`config.mk`:
```
export PLATFORM = sky130hd
export DESIGN_NAME = ccsw_ctrl
export DESIGN_NICKNAME = d
export VERILOG_FILES = /design/src/shared/ccsw_pkg.sv /design/src/ccsw_ctrl.sv /design/src/ccsw_sync_edge.sv
export SDC_FILE = /design/constraint.sdc
export NUM_CORES = 1
export LEC_CHECK = 0
export ABC_AREA = 0
export BUFFER_PORTS_ARGS = -buffer_cell sky130_fd_sc_hd__buf_2
export CORE_UTILIZATION = 52
export DETAILED_ROUTE_END_ITERATION = 10
export GPL_TIMING_DRIVEN = 0
export PLACE_DENSITY = 0.82
export SKIP_CTS_REPAIR_TIMING = 1
export SLEW_MARGIN = 20
export SYNTH_ARGS = -nofsm -noshare
export SYNTH_HDL_FRONTEND = slang
export SYNTH_SLANG_ARGS = --single-unit
```
`constraint.sdc`:
```
create_clock -name core_clk -period 2.5 [get_ports core_clk]
set_clock_uncertainty 0.05 [all_clocks]
set_input_delay 0.125 -clock core_clk [delete_from_list [all_inputs] [get_ports core_clk]]
set_output_delay 0.125 -clock core_clk [all_outputs]
set_load 0.005 [all_outputs]
```
`src/shared/ccsw_pkg.sv`:
```
// Purpose: Shared constants and types for the CPU clock switch control.
// Assumes: One core clock; oscillators arrive as pins.
// Notes:   Latencies are counted in cycles of the old CPU clock.
package ccsw_pkg;

  // Register bit positions and values
  localparam int PROC_SEL_BIT = 1;
  localparam int PROC_STOP_BIT = 7;
  localparam int SUBC_SEL_BIT = 4;
  localparam logic [7:0] PROC_RESET = 8'h02;
  localparam logic [7:0] SUBC_RESET = 8'h00;
  localparam logic [7:0] PROC_WMASK = 8'h82;
  localparam logic [7:0] SUBC_WMASK = 8'h10;

  // Switch latencies in old-clock cycles
  localparam logic [8:0] LAT_SHORT = 9'h002;
  localparam logic [8:0] LAT_SLOW_FAST = 9'h004;
  localparam logic [8:0] LAT_X_SLOW_SUB = 9'h132;
  localparam logic [8:0] LAT_X_FAST_SUB = 9'h04C;
  localparam logic [8:0] LAT_R_SLOW_SUB = 9'h0F4;
  localparam logic [8:0] LAT_R_FAST_SUB = 9'h03D;

  // Stabilisation counts in main oscillator cycles
  localparam int STAB_XTAL = 32768;
  localparam int STAB_RC = 128;

  // Main oscillator edges per CPU cycle
  localparam int FAST_DIV = 2;
  localparam int SLOW_DIV = 4;

  // Reset values of the counters
  localparam logic [15:0] STAB_CNT_RESET = 16'h0000;
  localparam logic [8:0] LAT_CNT_RESET = 9'h000;
  localparam logic [2:0] DIV_CNT_RESET = 3'h0;

  typedef enum logic [1:0] {
    SRC_SLOW = 2'h0,
    SRC_FAST = 2'h1,
    SRC_SUB = 2'h2
  } ccsw_src_t;

  typedef enum logic [2:0] {
    ST_STAB = 3'h1,
    ST_RUN = 3'h2,
    ST_SWITCH = 3'h4
  } ccsw_state_t;

endpackage : ccsw_pkg

```
`src/ccsw_ctrl.sv`:
```
// Purpose: CPU clock source selection, switch latency and reset wait.
// Assumes: Oscillator pins are sampled by core_clk, well above their rate.
// Notes:   cpu_tick marks one CPU clock cycle of the active source.
`timescale 1ns/1ns
// Contract
// - CPU clock chosen from speed-select bit 1 and subsystem-select bit 4.
// - After a selection change the old source keeps clocking for a delay.
// - Crystal latencies: slow-fast 4, slow-sub 306, fast-slow 2, sub-main 2.
// - RC latencies: slow-sub 244, fast-sub 61, slow-fast 4, others 2.
// - Latency counted in cycles of the CPU clock used before the switch.
// - Reset release starts main oscillator and holds CPU for 2^15 or 2^7.
// - After the wait execution begins on the slow main clock.
// - Clearing the stop bit restarts the main oscillator.
// - Reset loads the processor clock register with the slow setting.
// - On subsystem clock main may stop, but STOP mode is refused.
module ccsw_ctrl #(
  parameter bit RC_VARIANT = 1'b0,
  parameter int STAB_XTAL_CYCLES = ccsw_pkg::STAB_XTAL
) (
  // Clock and reset
  input wire logic core_clk,
  input wire logic reset,
  // Register writes from the CPU
  input wire logic proc_wr,
  input wire logic subc_wr,
  input wire logic [7:0] wr_data,
  // Oscillator pins
  input wire logic main_osc_pin,
  input wire logic sub_osc_pin,
  // Standby request
  input wire logic stop_req,
  // Register contents
  output logic [7:0] processor_clock_reg,
  output logic [7:0] subclock_control_reg,
  // Clock control outputs
  output logic main_osc_enable,
  output logic cpu_hold,
  output logic cpu_tick,
  output logic [1:0] active_src,
  output logic switch_busy,
  output logic stop_enter
);

  localparam int STAB_N = RC_VARIANT ? ccsw_pkg::STAB_RC : STAB_XTAL_CYCLES;

  function automatic logic [8:0] lat_of(input ccsw_pkg::ccsw_src_t from,
                                        input ccsw_pkg::ccsw_src_t to,
                                        input logic rc);
    logic [8:0] lat;
    lat = ccsw_pkg::LAT_SHORT;
    if (from == ccsw_pkg::SRC_SLOW && to == ccsw_pkg::SRC_FAST) begin
      lat = ccsw_pkg::LAT_SLOW_FAST;
    end else if (from == ccsw_pkg::SRC_SLOW && to == ccsw_pkg::SRC_SUB) begin
      lat = rc ? ccsw_pkg::LAT_R_SLOW_SUB : ccsw_pkg::LAT_X_SLOW_SUB;
    end else if (from == ccsw_pkg::SRC_FAST && to == ccsw_pkg::SRC_SUB) begin
      lat = rc ? ccsw_pkg::LAT_R_FAST_SUB : ccsw_pkg::LAT_X_FAST_SUB;
    end
    return lat;
  endfunction : lat_of

  logic main_tick, sub_tick;
  ccsw_pkg::ccsw_state_t state_reg, state_next;
  ccsw_pkg::ccsw_src_t active_reg, active_next, target_reg, target_next;
  ccsw_pkg::ccsw_src_t desired;
  logic [7:0] processor_clock_next, subclock_control_next;
  logic [15:0] stab_reg, stab_next;
  logic [8:0] lat_reg, lat_next, cnt_reg, cnt_next;
  logic [2:0] div_reg, div_next, div_lim;
  logic osc_en_reg, osc_en_next, tick_reg, tick_next;
  logic stop_reg, stop_next, src_tick;

  ccsw_sync_edge u_main_sync (
    .core_clk(core_clk),
    .reset(reset),
    .pin(main_osc_pin),
    .rise(main_tick)
  );

  ccsw_sync_edge u_sub_sync (
    .core_clk(core_clk),
    .reset(reset),
    .pin(sub_osc_pin),
    .rise(sub_tick)
  );

  always_comb begin
    processor_clock_next = processor_clock_reg;
    subclock_control_next = subclock_control_reg;
    if (proc_wr) begin
      processor_clock_next = wr_data & ccsw_pkg::PROC_WMASK;
    end
    if (subc_wr) begin
      subclock_control_next = wr_data & ccsw_pkg::SUBC_WMASK;
    end
    // Main oscillator runs whenever the stop bit is clear
    osc_en_next = ~processor_clock_next[ccsw_pkg::PROC_STOP_BIT];
  end

  always_comb begin
    if (subclock_control_reg[ccsw_pkg::SUBC_SEL_BIT]) begin
      desired = ccsw_pkg::SRC_SUB;
    end else if (processor_clock_reg[ccsw_pkg::PROC_SEL_BIT]) begin
      desired = ccsw_pkg::SRC_SLOW;
    end else begin
      desired = ccsw_pkg::SRC_FAST;
    end
    div_lim = (active_reg == ccsw_pkg::SRC_FAST) ?
              3'(ccsw_pkg::FAST_DIV) : 3'(ccsw_pkg::SLOW_DIV);
    div_next = div_reg;
    if (main_tick) begin
      div_next = (div_reg >= div_lim - 3'h1) ? 3'h0 : div_reg + 3'h1;
    end
    // Old source ticks drive the latency count
    if (active_reg == ccsw_pkg::SRC_SUB) begin
      src_tick = sub_tick;
    end else begin
      src_tick = main_tick && (div_reg >= div_lim - 3'h1);
    end
  end

  always_comb begin
    state_next = state_reg;
    active_next = active_reg;
    target_next = target_reg;
    stab_next = stab_reg;
    lat_next = lat_reg;
    cnt_next = cnt_reg;
    case (state_reg)
      ccsw_pkg::ST_STAB: begin
        active_next = ccsw_pkg::SRC_SLOW;
        if (main_tick) begin
          stab_next = stab_reg + 16'h0001;
          if (stab_reg == 16'(STAB_N - 1)) begin
            state_next = ccsw_pkg::ST_RUN;
          end
        end
      end
      ccsw_pkg::ST_RUN: begin
        if (desired != active_reg) begin
          lat_next = lat_of(active_reg, desired, RC_VARIANT);
          cnt_next = ccsw_pkg::LAT_CNT_RESET;
          target_next = desired;
          state_next = ccsw_pkg::ST_SWITCH;
        end
      end
      ccsw_pkg::ST_SWITCH: begin
        // Old source stays active until the count completes
        if (src_tick) begin
          if (cnt_reg == lat_reg - 9'h001) begin
            active_next = target_reg;
            state_next = ccsw_pkg::ST_RUN;
          end else begin
            cnt_next = cnt_reg + 9'h001;
          end
        end
      end
      default: begin
        state_next = ccsw_pkg::ST_STAB;
      end
    endcase
    tick_next = src_tick && (state_reg != ccsw_pkg::ST_STAB);
    // STOP refused while the subsystem clock drives the CPU
    stop_next = stop_req && (state_reg != ccsw_pkg::ST_STAB) &&
                (active_reg != ccsw_pkg::SRC_SUB);
  end

  always_ff @(posedge core_clk or posedge reset) begin
    if (reset) begin
      processor_clock_reg <= ccsw_pkg::PROC_RESET;
      subclock_control_reg <= ccsw_pkg::SUBC_RESET;
      osc_en_reg <= 1'b0;
      state_reg <= ccsw_pkg::ST_STAB;
      active_reg <= ccsw_pkg::SRC_SLOW;
      target_reg <= ccsw_pkg::SRC_SLOW;
      stab_reg <= ccsw_pkg::STAB_CNT_RESET;
      lat_reg <= ccsw_pkg::LAT_SHORT;
      cnt_reg <= ccsw_pkg::LAT_CNT_RESET;
      div_reg <= ccsw_pkg::DIV_CNT_RESET;
      tick_reg <= 1'b0;
      stop_reg <= 1'b0;
    end else begin
      processor_clock_reg <= processor_clock_next;
      subclock_control_reg <= subclock_control_next;
      osc_en_reg <= osc_en_next;
      state_reg <= state_next;
      active_reg <= active_next;
      target_reg <= target_next;
      stab_reg <= stab_next;
      lat_reg <= lat_next;
      cnt_reg <= cnt_next;
      div_reg <= div_next;
      tick_reg <= tick_next;
      stop_reg <= stop_next;
    end
  end

  assign main_osc_enable = osc_en_reg;
  assign cpu_hold = (state_reg == ccsw_pkg::ST_STAB);
  assign cpu_tick = tick_reg;
  assign active_src = active_reg;
  assign switch_busy = (state_reg == ccsw_pkg::ST_SWITCH);
  assign stop_enter = stop_reg;
endmodule : ccsw_ctrl

```
`src/ccsw_sync_edge.sv`:
```
// Purpose: Bring an oscillator pin into core_clk and flag its rising edges.
// Assumes: Pin toggles slower than half the core clock.
// Notes:   First stage feeds only the second stage.
`timescale 1ns/1ns
module ccsw_sync_edge (
  // Clock and reset
  input wire logic core_clk,
  input wire logic reset,
  // Pin and edge pulse
  input wire logic pin,
  output logic rise
);

  logic s1_reg, s2_reg, s3_reg, rise_reg;
  logic rise_next;

  always_comb begin
    rise_next = s2_reg & ~s3_reg;
  end

  always_ff @(posedge core_clk or posedge reset) begin
    if (reset) begin
      s1_reg <= 1'b0;
      s2_reg <= 1'b0;
      s3_reg <= 1'b0;
      rise_reg <= 1'b0;
    end else begin
      s1_reg <= pin;
      s2_reg <= s1_reg;
      s3_reg <= s2_reg;
      rise_reg <= rise_next;
    end
  end

  assign rise = rise_reg;

endmodule : ccsw_sync_edge

```
### Word-level counts from Yosys, hierarchy flattened

Index checks and enable logic that the tools add are counted.

* mux-type cells: 22
* bitwise operators: 5
* eq/ne operators: 18
* add/sub/neg operators: 5
* reduce and logical (&&, ||, !) cells: 15
* order comparisons: 1

Operators by type and width (number)
* $mux 9: 5
* $mux 3: 7
* $pmux 9 s2: 1
* $add 16x1->16 const B: 1
* $eq 16x15->1 const B: 1
* $add 9x1->9 const B: 1
* $eq 9x9->1: 1
* $pmux 3 s3: 1
* $sub 9x1->9 const B: 1
* $mux 8: 1
* $ne 2x1->1 const B: 4
* $logic_and 1x1->1: 7
* $mux 7: 1
* $mux 2: 3
* $ne 2x2->1 const B: 3
* $reduce_and 5->1: 1
* $eq 2x1->1 const B: 2
* $eq 2x2->1 const B: 2
* $pmux 2 s2: 1
* $reduce_and 2->1: 2
* $reduce_and 4->1: 1
* $reduce_bool 2->1: 2
* $add 3x1->3 const B: 1
* $eq 3x1->1 const B: 1
* other kinds (11): 15

* flip-flop bits (word level): 58
* output and inout bits: 23
* input bits: 15
* logic and storage cells: 87

### Logic depth before layout (Yosys ltp)

Gate-level depths: netlist (run 1).

* word-level depth: 8
* depth in mapped cells: 12
* depth with buffers taken out: 9

### Cells and area by module

A second synthesis (run 1) with hierarchy kept.

* cells, all modules: 264
* area, all modules: 2766.4 um^2

By module, submodules not included
* ccsw_ctrl: cells each 252, area each 2531.2 um^2, instances 1, sequential area each 1129.8 um^2
* ccsw_sync_edge: cells each 6, area each 117.6 um^2, instances 2, sequential area each 100.1 um^2

### Least setup slack after synthesis (run 1)

OpenSTA, ideal clock, no wires.

* path type: register -> register
* start point: register active_reg[0] (netlist: active_src[0])
* end point: register lat_reg[1]
* path buffers: 2
* arrival time: 2.355 ns
* cell stages (with the launch flop): 12
* setup slack: 0.016 ns
* data required time: 2.370 ns
* library setup time: 0.080 ns
* period minus slack after synthesis: 2.484 ns
* path through: dfrtp_1 > buf_2 > inv_1 > nor2_1 > ha_1 > a211o_1 > a31oi_1 > a211o_2 > or2_1 > buf_2 > or3_1 > a21boi_1

* word-level cells in the longest chain between the ends: 5
* elaborated cells between the ends (all ways): 10
* those cells by class: 2 x eq/ne; 3 x mux; 5 x reduce/logical

Ends and longest elaborated chain
* start, declared: RTL line ccsw_ctrl.sv:63 `ccsw_pkg::ccsw_src_t active_reg, active_next, target_reg, target_next;`
* start signal, assigned: RTL line ccsw_ctrl.sv:173 `active_reg <= ccsw_pkg::SRC_SLOW;`
* start signal, assigned: RTL line ccsw_ctrl.sv:186 `active_reg <= active_next;`
* $eq 2x1->1: RTL line ccsw_ctrl.sv:55 `end else if (from == ccsw_pkg::SRC_FAST && to == ccsw_pkg::SRC_SUB) begin`
* $logic_and 1x1->1: RTL line ccsw_ctrl.sv:55
* $mux 7: RTL line ccsw_ctrl.sv:55
* $mux 9: RTL line ccsw_ctrl.sv:53 `end else if (from == ccsw_pkg::SRC_SLOW && to == ccsw_pkg::SRC_SUB) begin`
* $mux 9: RTL line ccsw_ctrl.sv:51 `if (from == ccsw_pkg::SRC_SLOW && to == ccsw_pkg::SRC_FAST) begin`
* end signal, assigned: RTL line ccsw_ctrl.sv:176 `lat_reg <= ccsw_pkg::LAT_SHORT;`
* end signal, assigned: RTL line ccsw_ctrl.sv:189 `lat_reg <= lat_next;`
* end, declared: RTL line ccsw_ctrl.sv:67 `logic [8:0] lat_reg, lat_next, cnt_reg, cnt_next;`

Several ways; a longest one is shown, not always the timed one.
A chain may end at the register's enable or synchronous reset.

### Worst setup path in the final report (run 1)

* start point: register lat_reg[1]
* end point: register active_reg[0] (netlist: active_src[0])

* word-level cells in the longest chain between the ends: 4

Ends and longest elaborated chain
* $sub 9x1->9: RTL line ccsw_ctrl.sv:149 `if (cnt_reg == lat_reg - 9'h001) begin`
* $eq 9x9->1: RTL line ccsw_ctrl.sv:149
* $ne 2x1->1 (no source line)
* $reduce_and 3->1 (no source line)

No other way between the ends.

==> results.md, run 1 <==
| Stage | Metric | This run |
|---|---|---|
| detailed routing | Initial drt markers | 190 |
| logic synthesis | Number of distinct library cells after synthesis | 56 |
| detailed routing | Residual antenna-violating net count after detailed routing | 0 |
| critical path | Crit path buffers/inverters | 1 |
| critical path | CP Cell Sequence | inv_2 -> ha_4 -> xor2_2 -> o2111ai_2 -> a31o_1 -> or4_4 -> a21oi_4 -> o2bb2ai_1 |
| floorplan | Die height | 75.1 um |
| logic synthesis | Leading post-synthesis cells by instance count | dfrtp_1 (50), nand2_1 (29), inv_1 (17) |
| timing | Min Clock Period, post-route | 2540 ps |
| grt | Number of antenna violations at the first check in global routing | 0 |
| logic synthesis | Mapped cell area | 2780 sq um |
| detailed routing | Detailed-router iteration count before antenna repair | 6 |
| grt | Wire length of the first global-routing pass | 8.80 mm |
| logic synthesis | Share of the yosys chip area belonging to registers | 47.9% |
| placement | Total cell area at the placement stage | 3020 sq um |
| detailed routing | Final wirelength | 5.69 mm |
| timing | Hold Fails Final Rpt | 0 |
| timing | Minimum setup slack in the final design | -44.2 ps |
| run status | Failing checks | setup timing |
| cells and area | Combined area of the multi-input logic cells | 1350 sq um |
| floorplan | Total I/O pin count | 38 |
| floorplan | Width of the die | 75.1 um |
| cells and area | Number of flip-flops under the largest register name | 16 |
| critical path | Arr. time, crit path | 2710 ps |
| cts | Maximum root-to-sink buffer count | 2 |
| grt | Via count of the first global-routing pass | 1854 |
| cts | H-tree depth reported by CTS | 2 |
| detailed routing | Number of remaining DRC errors | 0 |
| cts | Clk Tree Root Cell | clkbuf_8 |
| timing | Worst slew margin relative to its limit | 59.4% |
| timing | Count of final max-slew check failures | 0 |
| timing | Maximum clock frequency | 393 MHz |
| pwr | Peak supply drop | 0.571 mV |
| cts | Clock slew at the register clock pins of the worst setup and hold paths | 100 ps |
| cts | Cts bufs inserted | 5 |
| placement | Port-buffer cells | 19 |
| logic synthesis | Biggest area consumer among synthesized cells | dfrtp_1 |
| cells and area | Fraction of layout cells with a size suffix above 1 | 24.5% |
| critical path | Crit path max-delay family | compound AO/OA/AOI/OAI gates |
| timing | Setup violation total in the final timing report | 6 |
| detailed routing | Number of vias after detailed routing | 2167 |
| cells and area | Total Nets Final | 345 |
| cells and area | Area growth, synth to finish | 20.0% |
| grt | Global route total overflow | 0 |
| logic synthesis | FF+latch count, synth | 53 |
| logic synthesis | Leading post-synthesis cells by cell area | dfrtp_1 (45%), buf_4 (4.1%), nand2_1 (3.9%), xnor2_1 (3.8%), dfstp_2 (2.8%) |
| cts | Insertion delay of the later-clocked pin in the worst-skew pair | 320 ps |
| pwr | Total power density per cell area | 555 nW/um^2 |
| floorplan | Number of core rows | 26 |
| timing | Least-Margin Pin Slew | 608 ps |
| detailed routing | Via-to-Cell Ratio | 5.47 |
| critical path | Highest fanout seen on the critical path | 6 |
| logic synthesis | Share of flip-flops with an asynchronous set or reset | 100% |
| cells and area | Cell area after layout | 3330 sq um |
| placement | Final estimated routing congestion in global placement | 0.866 |
| logic synthesis | Most frequently used cell type in the post-synthesis netlist | dfrtp_1 |
| critical path | Worst setup slack for register-to-register paths | -40 ps |
| logic synthesis | Avg Synthesized Cell Area | 10.1 sq um |
| pwr | P_leak | 1.53 nW |
| critical path | Critical Path RT | 2660 ps |
| critical path | Critical Setup Path Class | reg -> reg |
| logic synthesis | Number of flops mapped to enable cells by yosys | 0 |
| critical path | Kind of start point of the critical path | flip-flop |
| min path | Type of the worst min-delay path | in -> reg |
| flow run | Total of max-cap violations | 0 |
| grt | All-layer global routing usage | 21.3% |
| logic synthesis | Total number of yosys warnings | 0 |
| floorplan | Effective utilization at floorplan | 54.0% |
| detailed routing | Per-cell routed wire length | 14.4 um |
| logic synthesis | Fraction of post-synthesis cell area in the top cell type by area | 45.1% |
| run status | Result of the run | finished, violations left |
| logic synthesis | Main flop type after synthesis | dfrtp_1 |
| critical path | CP Capture Type | flip-flop |
| timing | Worst hold slack | 2.24 ps |
| grt | Pin count of the biggest net entering global routing | 32 |
| floorplan | Floorplan Core Area | 5140 sq um |
| critical path | Critical Path Slowest Stage Cell | dfstp_2 |
| cells and area | Area taken by flip-flops and latches | 1330 sq um |
| timing | Setup repair after global routing missed its margin | true |
| critical path | Delay of the slowest cell on the worst path | 600 ps |
| cells and area | Antenna diode instance count | 0 |
| floorplan | Die area | 5640 sq um |
| cts | CTS tree | yes |
| timing | Share of the clock period used by the worst path after layout | 102% |
| placement | Final HPWL from detailed placement | 3.83 mm |
| logic synthesis | Cells after Synth | 275 |
| cells and area | Number of filler instances in the final layout | 409 |
| cells and area | Final core utilization | 64.8% |
| cts | Count of clock tree sinks | 53 |
[kinds of logic after synthesis]
| kind of cell | share of synthesized area, % |
|---|---|
| simple gates | 19.0 |
| buf+inv | 7.98 |
| other cells | 0.135 |
| compound gates | 12.5 |
| mux | 3.33 |
| fa+ha+maj | 2.25 |
| xor+xnor | 6.85 |
| flops | 47.9 |
[power by group]
group          total, W  switching, W  internal (W)
Sequential      0.00100     0.0000723      0.000931
Combinational  0.000227      0.000108      0.000119
Clock          0.000618      0.000313      0.000305
[worst paths after layout]
| check | start | to | cells past startpoint |
|---|---|---|---|
| hold reg to reg | u_sub_sync.s1_reg | u_sub_sync.s2_reg | 0 |
| min in group asynchronous | reset | stab_reg[3] | 3 |
| setup / recovery | lat_reg[1] | active_src[0] | 8 |
| setup reg to reg | lat_reg[1] | active_src[0] | 8 |
| hold / removal | wr_data[1] | processor_clock_reg[1] | 2 |
| max in group asynchronous | reset | state_reg[0] | 4 |
[worst register-to-register path, stage by stage, from the launching register on]
cell and delay (ps):
dfstp_2 600, inv_2 70, ha_4 270, xor2_2 180, o2111ai_2 170, a31o_1 260, or4_4 590, a21oi_4 170
o2bb2ai_1 80
[routing by layer]
layer  routed length (um)  share of wire [%]  global-route usage, %  vias to the layer above
li1                     -                  -                      -                     1039
met1                 2560                 45                   29.1                     1034
met2                 2720                 48                   33.0                       80
met3                  300                5.3                   4.42                       14
met4                  114                2.0                   9.43                        0
met5                    0                  0                      0                        -
[placed cells by master (no fill, tap or decap), types with 5 or more instances in the layout]
master / count
o21ai_0: 6
dlygate4sd3_1: 7
a21oi_1: 5
buf_4: 21
nand3_1: 15
buf_2: 20
inv_1: 14
clkbuf_8: 5
nor2_1: 12
and3_1: 8
conb_1: 13
a31oi_1: 5
xor2_1: 6
dfrtp_1: 48
nand2b_1: 6
mux2i_1: 7
xnor2_1: 12
nand2_1: 29
[area by class of cell]
type                            instances  share of cell area (%)
Multi-Input combinational cell        195                    40.6
Clock inverter                          3                    1.46
Clock buffer                            5                    2.07
Sequential cell                        53                    40.0
Inverter                               17                    1.92
Buffer                                 20                    4.43
Timing Repair Buffer                   33                    6.91
Tap cell                               70                    2.63
[per-stage QoR]
stage               instances  power [W]  setup slack (ps)  setup TNS [ps]
finish                    396    0.00185             -44.2            -157
global route              396    0.00193              -172           -1060
CTS                       385    0.00183              -299           -2150
detailed placement        377    0.00122              -276           -1830
global placement          376    0.00120              -229           -1390
floorplan                 287    0.00116              15.6               0
No activity file was read; power rests on OpenSTA's default activity.
==> inputs of run 2 (changes only) <==
--- a/config.mk
+++ b/config.mk
@@ -7,6 +7,7 @@
 export LEC_CHECK = 0
 export ABC_AREA = 0
 export BUFFER_PORTS_ARGS = -buffer_cell sky130_fd_sc_hd__buf_2
+export CORE_ASPECT_RATIO = 1.5
 export CORE_UTILIZATION = 52
 export DETAILED_ROUTE_END_ITERATION = 10
 export GPL_TIMING_DRIVEN = 0
==> run 2 against run 1 <==
Against the previous run:
- the run now ends clean
- non-clock buffer count rose by 1
- fmax rose by 4.4%
- clock-buffer cell count did not move
- critical path depth rose by 1
- worst setup slack improved by 110 ps
- worst hold slack improved by 0.75 ps
- design area fell by 0.79%
- sequential share of layout area rose by 0.36 points
- critical path type unchanged
- critical endpoint is now target_reg[0]
- largest cell class unchanged
==> results.md, run 2 (synthesis results as in run 1) <==
| Stage | Metric | This run | Change |
|---|---|---|---|
| floorplan | Number of core rows | 32 | +23% |
| detailed routing | Per-cell routed wire length | 14.4 um | +0.17% |
| grt | Pin count of the biggest net entering global routing | 37 | +16% |
| cts | CTS tree | yes |  |
| cells and area | Final core utilization | 64.5% | -0.32 points |
| cts | Cts bufs inserted | 5 | unchanged |
| cts | H-tree depth reported by CTS | 2 | unchanged |
| critical path | Delay of the slowest cell on the worst path | 470 ps | -130 ps |
| grt | Wire length of the first global-routing pass | 9.38 mm | +6.6% |
| detailed routing | Detailed-router iteration count before antenna repair | 4 | -2 |
| grt | Global route total overflow | 0 | unchanged |
| floorplan | Total I/O pin count | 38 | unchanged |
| cells and area | Leading cell type in the layout, fill and taps excluded | dfrtp_1 |  |
| detailed routing | Number of remaining DRC errors | 0 | unchanged |
| floorplan | Floorplan Core Area | 5120 sq um | -0.29% |
| timing | Hold Fails Final Rpt | 0 | unchanged |
| grt | Via count of the first global-routing pass | 2128 | +15% |
| detailed routing | Number of vias after detailed routing | 2139 | -1.3% |
| critical path | Critical Setup Path Class | reg -> reg |  |
| placement | Number of placed instances, taps included | 375 | -0.53% |
| timing | Least-Margin Pin Slew | 636 ps | +28.5 ps |
| placement | Final HPWL from detailed placement | 3.85 mm | +0.40% |
| timing | Setup repair after global routing missed its margin | true |  |
| grt | Number of antenna violations at the first check in global routing | 0 | unchanged |
| min path | Type of the worst min-delay path | in -> reg |  |
| floorplan | Die area | 5640 sq um | +0.10% |
| cells and area | Most used cells in the layout excluding fill and tap cells | dfrtp_1 (47), nand2_1 (29), buf_4 (21) |  |
| detailed routing | Initial drt markers | 132 | -31% |
| timing | Setup violation total in the final timing report | 0 | -6 |
| min path | Critical hold path startpoint | wr_data[4] |  |
| floorplan | Width of the die | 61.7 um | -18% |
| pwr | Peak supply drop | 0.494 mV | -14% |
| placement | Final estimated routing congestion in global placement | 0.912 | +5.2% |
| timing | Maximum clock frequency | 410 MHz | +4.4% |
| cells and area | Number of flip-flops under the largest register name | 16 | unchanged |
| timing | Min Clock Period, post-route | 2440 ps | -107 ps |
| cells and area | Finished Layout Cells | 395 | -0.25% |
| critical path | Kind of start point of the critical path | flip-flop |  |
| cts | Clk Tree Root Cell | clkbuf_8 |  |
| detailed routing | Final wirelength | 5.68 mm | about the same |
| cells and area | Antenna diode instance count | 0 | unchanged |
| pwr | Overall Power | 0.00173 W | -6.2% |
| cts | Clock slew at the register clock pins of the worst setup and hold paths | 100 ps | about the same |
| detailed routing | Via-to-Cell Ratio | 5.42 | -1.0% |
| critical path | Crit path buffers/inverters | 2 | +1 |
| timing | Share of the clock period used by the worst path after layout | 97.5% | -4.3 points |
| timing | Worst slew margin relative to its limit | 57.5% | -1.9 points |
| cells and area | Area growth, synth to finish | 19.1% |  |
| cells and area | Total Nets Final | 346 | +0.29% |
| floorplan | Die height | 91.5 um | +22% |
| placement | Port-buffer cells | 19 | unchanged |
| cts | Insertion delay of the later-clocked pin in the worst-skew pair | 310 ps | about the same |
| detailed routing | Residual antenna-violating net count after detailed routing | 0 | unchanged |
| critical path | Arr. time, crit path | 2580 ps | -130 ps |
| critical path | Critical Path RT | 2650 ps | about the same |
| flow run | Total of max-cap violations | 0 | unchanged |
| cts | Maximum root-to-sink buffer count | 2 | unchanged |
| critical path | Worst setup startpoint | active_src[0] |  |
| cts | Count of clock tree sinks | 53 | unchanged |
| grt | All-layer global routing usage | 22.0% | +0.70 points |
| critical path | CP Capture Type | flip-flop |  |
| critical path | Highest fanout seen on the critical path | 10 | +4 |
| critical path | Crit path max-delay family | compound AO/OA/AOI/OAI gates |  |
| timing | Count of final max-slew check failures | 0 | unchanged |
| timing | Final setup TNS | 0 ps | +157 ps |
| cells and area | Fraction of layout cells with a size suffix above 1 | 23.9% | -0.69 points |
| pwr | Total power density per cell area | 525 nW/um^2 | -5.4% |
| run status | Result of the run | completed |  |
| critical path | Reg-to-reg critical path startpoint | active_src[0] |  |
| critical path | CP Cell Sequence | inv_2 -> nor2_1 -> ha_1 -> a211o_1 -> a31oi_4 -> a211o_4 -> or2_4 -> buf_4 -> o31ai_1 |  |
| floorplan | Effective utilization at floorplan | 54.2% | +0.16 points |
| critical path | Critical Path Slowest Stage Cell | dfrtp_2 |  |
| pwr | P_leak | 1.52 nW | -0.17% |
==> run 2: worst paths after layout <==
path | endpoint | slack (ps) | cells after the start
max in group asynchronous | state_reg[0] | 1530 | 4
max | target_reg[0] | 60 | 9
min reg2reg | u_sub_sync.s2_reg | 310 | 0
min in group asynchronous | processor_clock_reg[7] | 280 | 3
min | subclock_control_reg[4] | 3 | 3
max reg2reg | target_reg[0] | 60 | 9
==> run 2: worst min-delay path, stage by stage <==
cell and delay (ps):
buf_2 80, nand2_1 40, o21ai_0 80
==> run 2: cell type report <==
cell class / count / area, sq um
multi-input combinational: 195 / 1340
tap: 68 / 85.1
sequential: 53 / 1330
timing repair buffer: 34 / 240
inverter: 17 / 63.8
clock inverter: 3 / 28.8
fill: 428 / 1820
buffer: 20 / 148
clock buffer: 5 / 68.8
==> run 2: power by group <==
group	switching, W	leakage [nW]	internal [W]	total [W]
registers	0.0000716	0.689	0.000931	0.00100
logic	0.000104	0.784	0.000116	0.000219
clock network	0.000303	0.0506	0.000210	0.000512
==> run 2: stage by stage <==
stage          cell area [sq um]  setup WS, ps  hold slack (ps)
2_1_floorplan               2820          15.6              106
3_3_place_gp                3000          -111              184
3_5_place_dp                3020          -165             86.1
4_1_cts                     3120          -185             -272
5_1_grt                     3310         -33.3            -5.75
6_report                    3310          62.7             2.99
==> run 2: routing by layer <==
metal	wire length [um]	track usage, %	share of wire (%)	up-vias
met5	0	0	0	-
met2	3110	36.2	55	51
li1	-	-	-	1036
met4	127	9.81	2.2	0
met3	189	4.56	3.3	12
met1	2250	26.8	40	1040
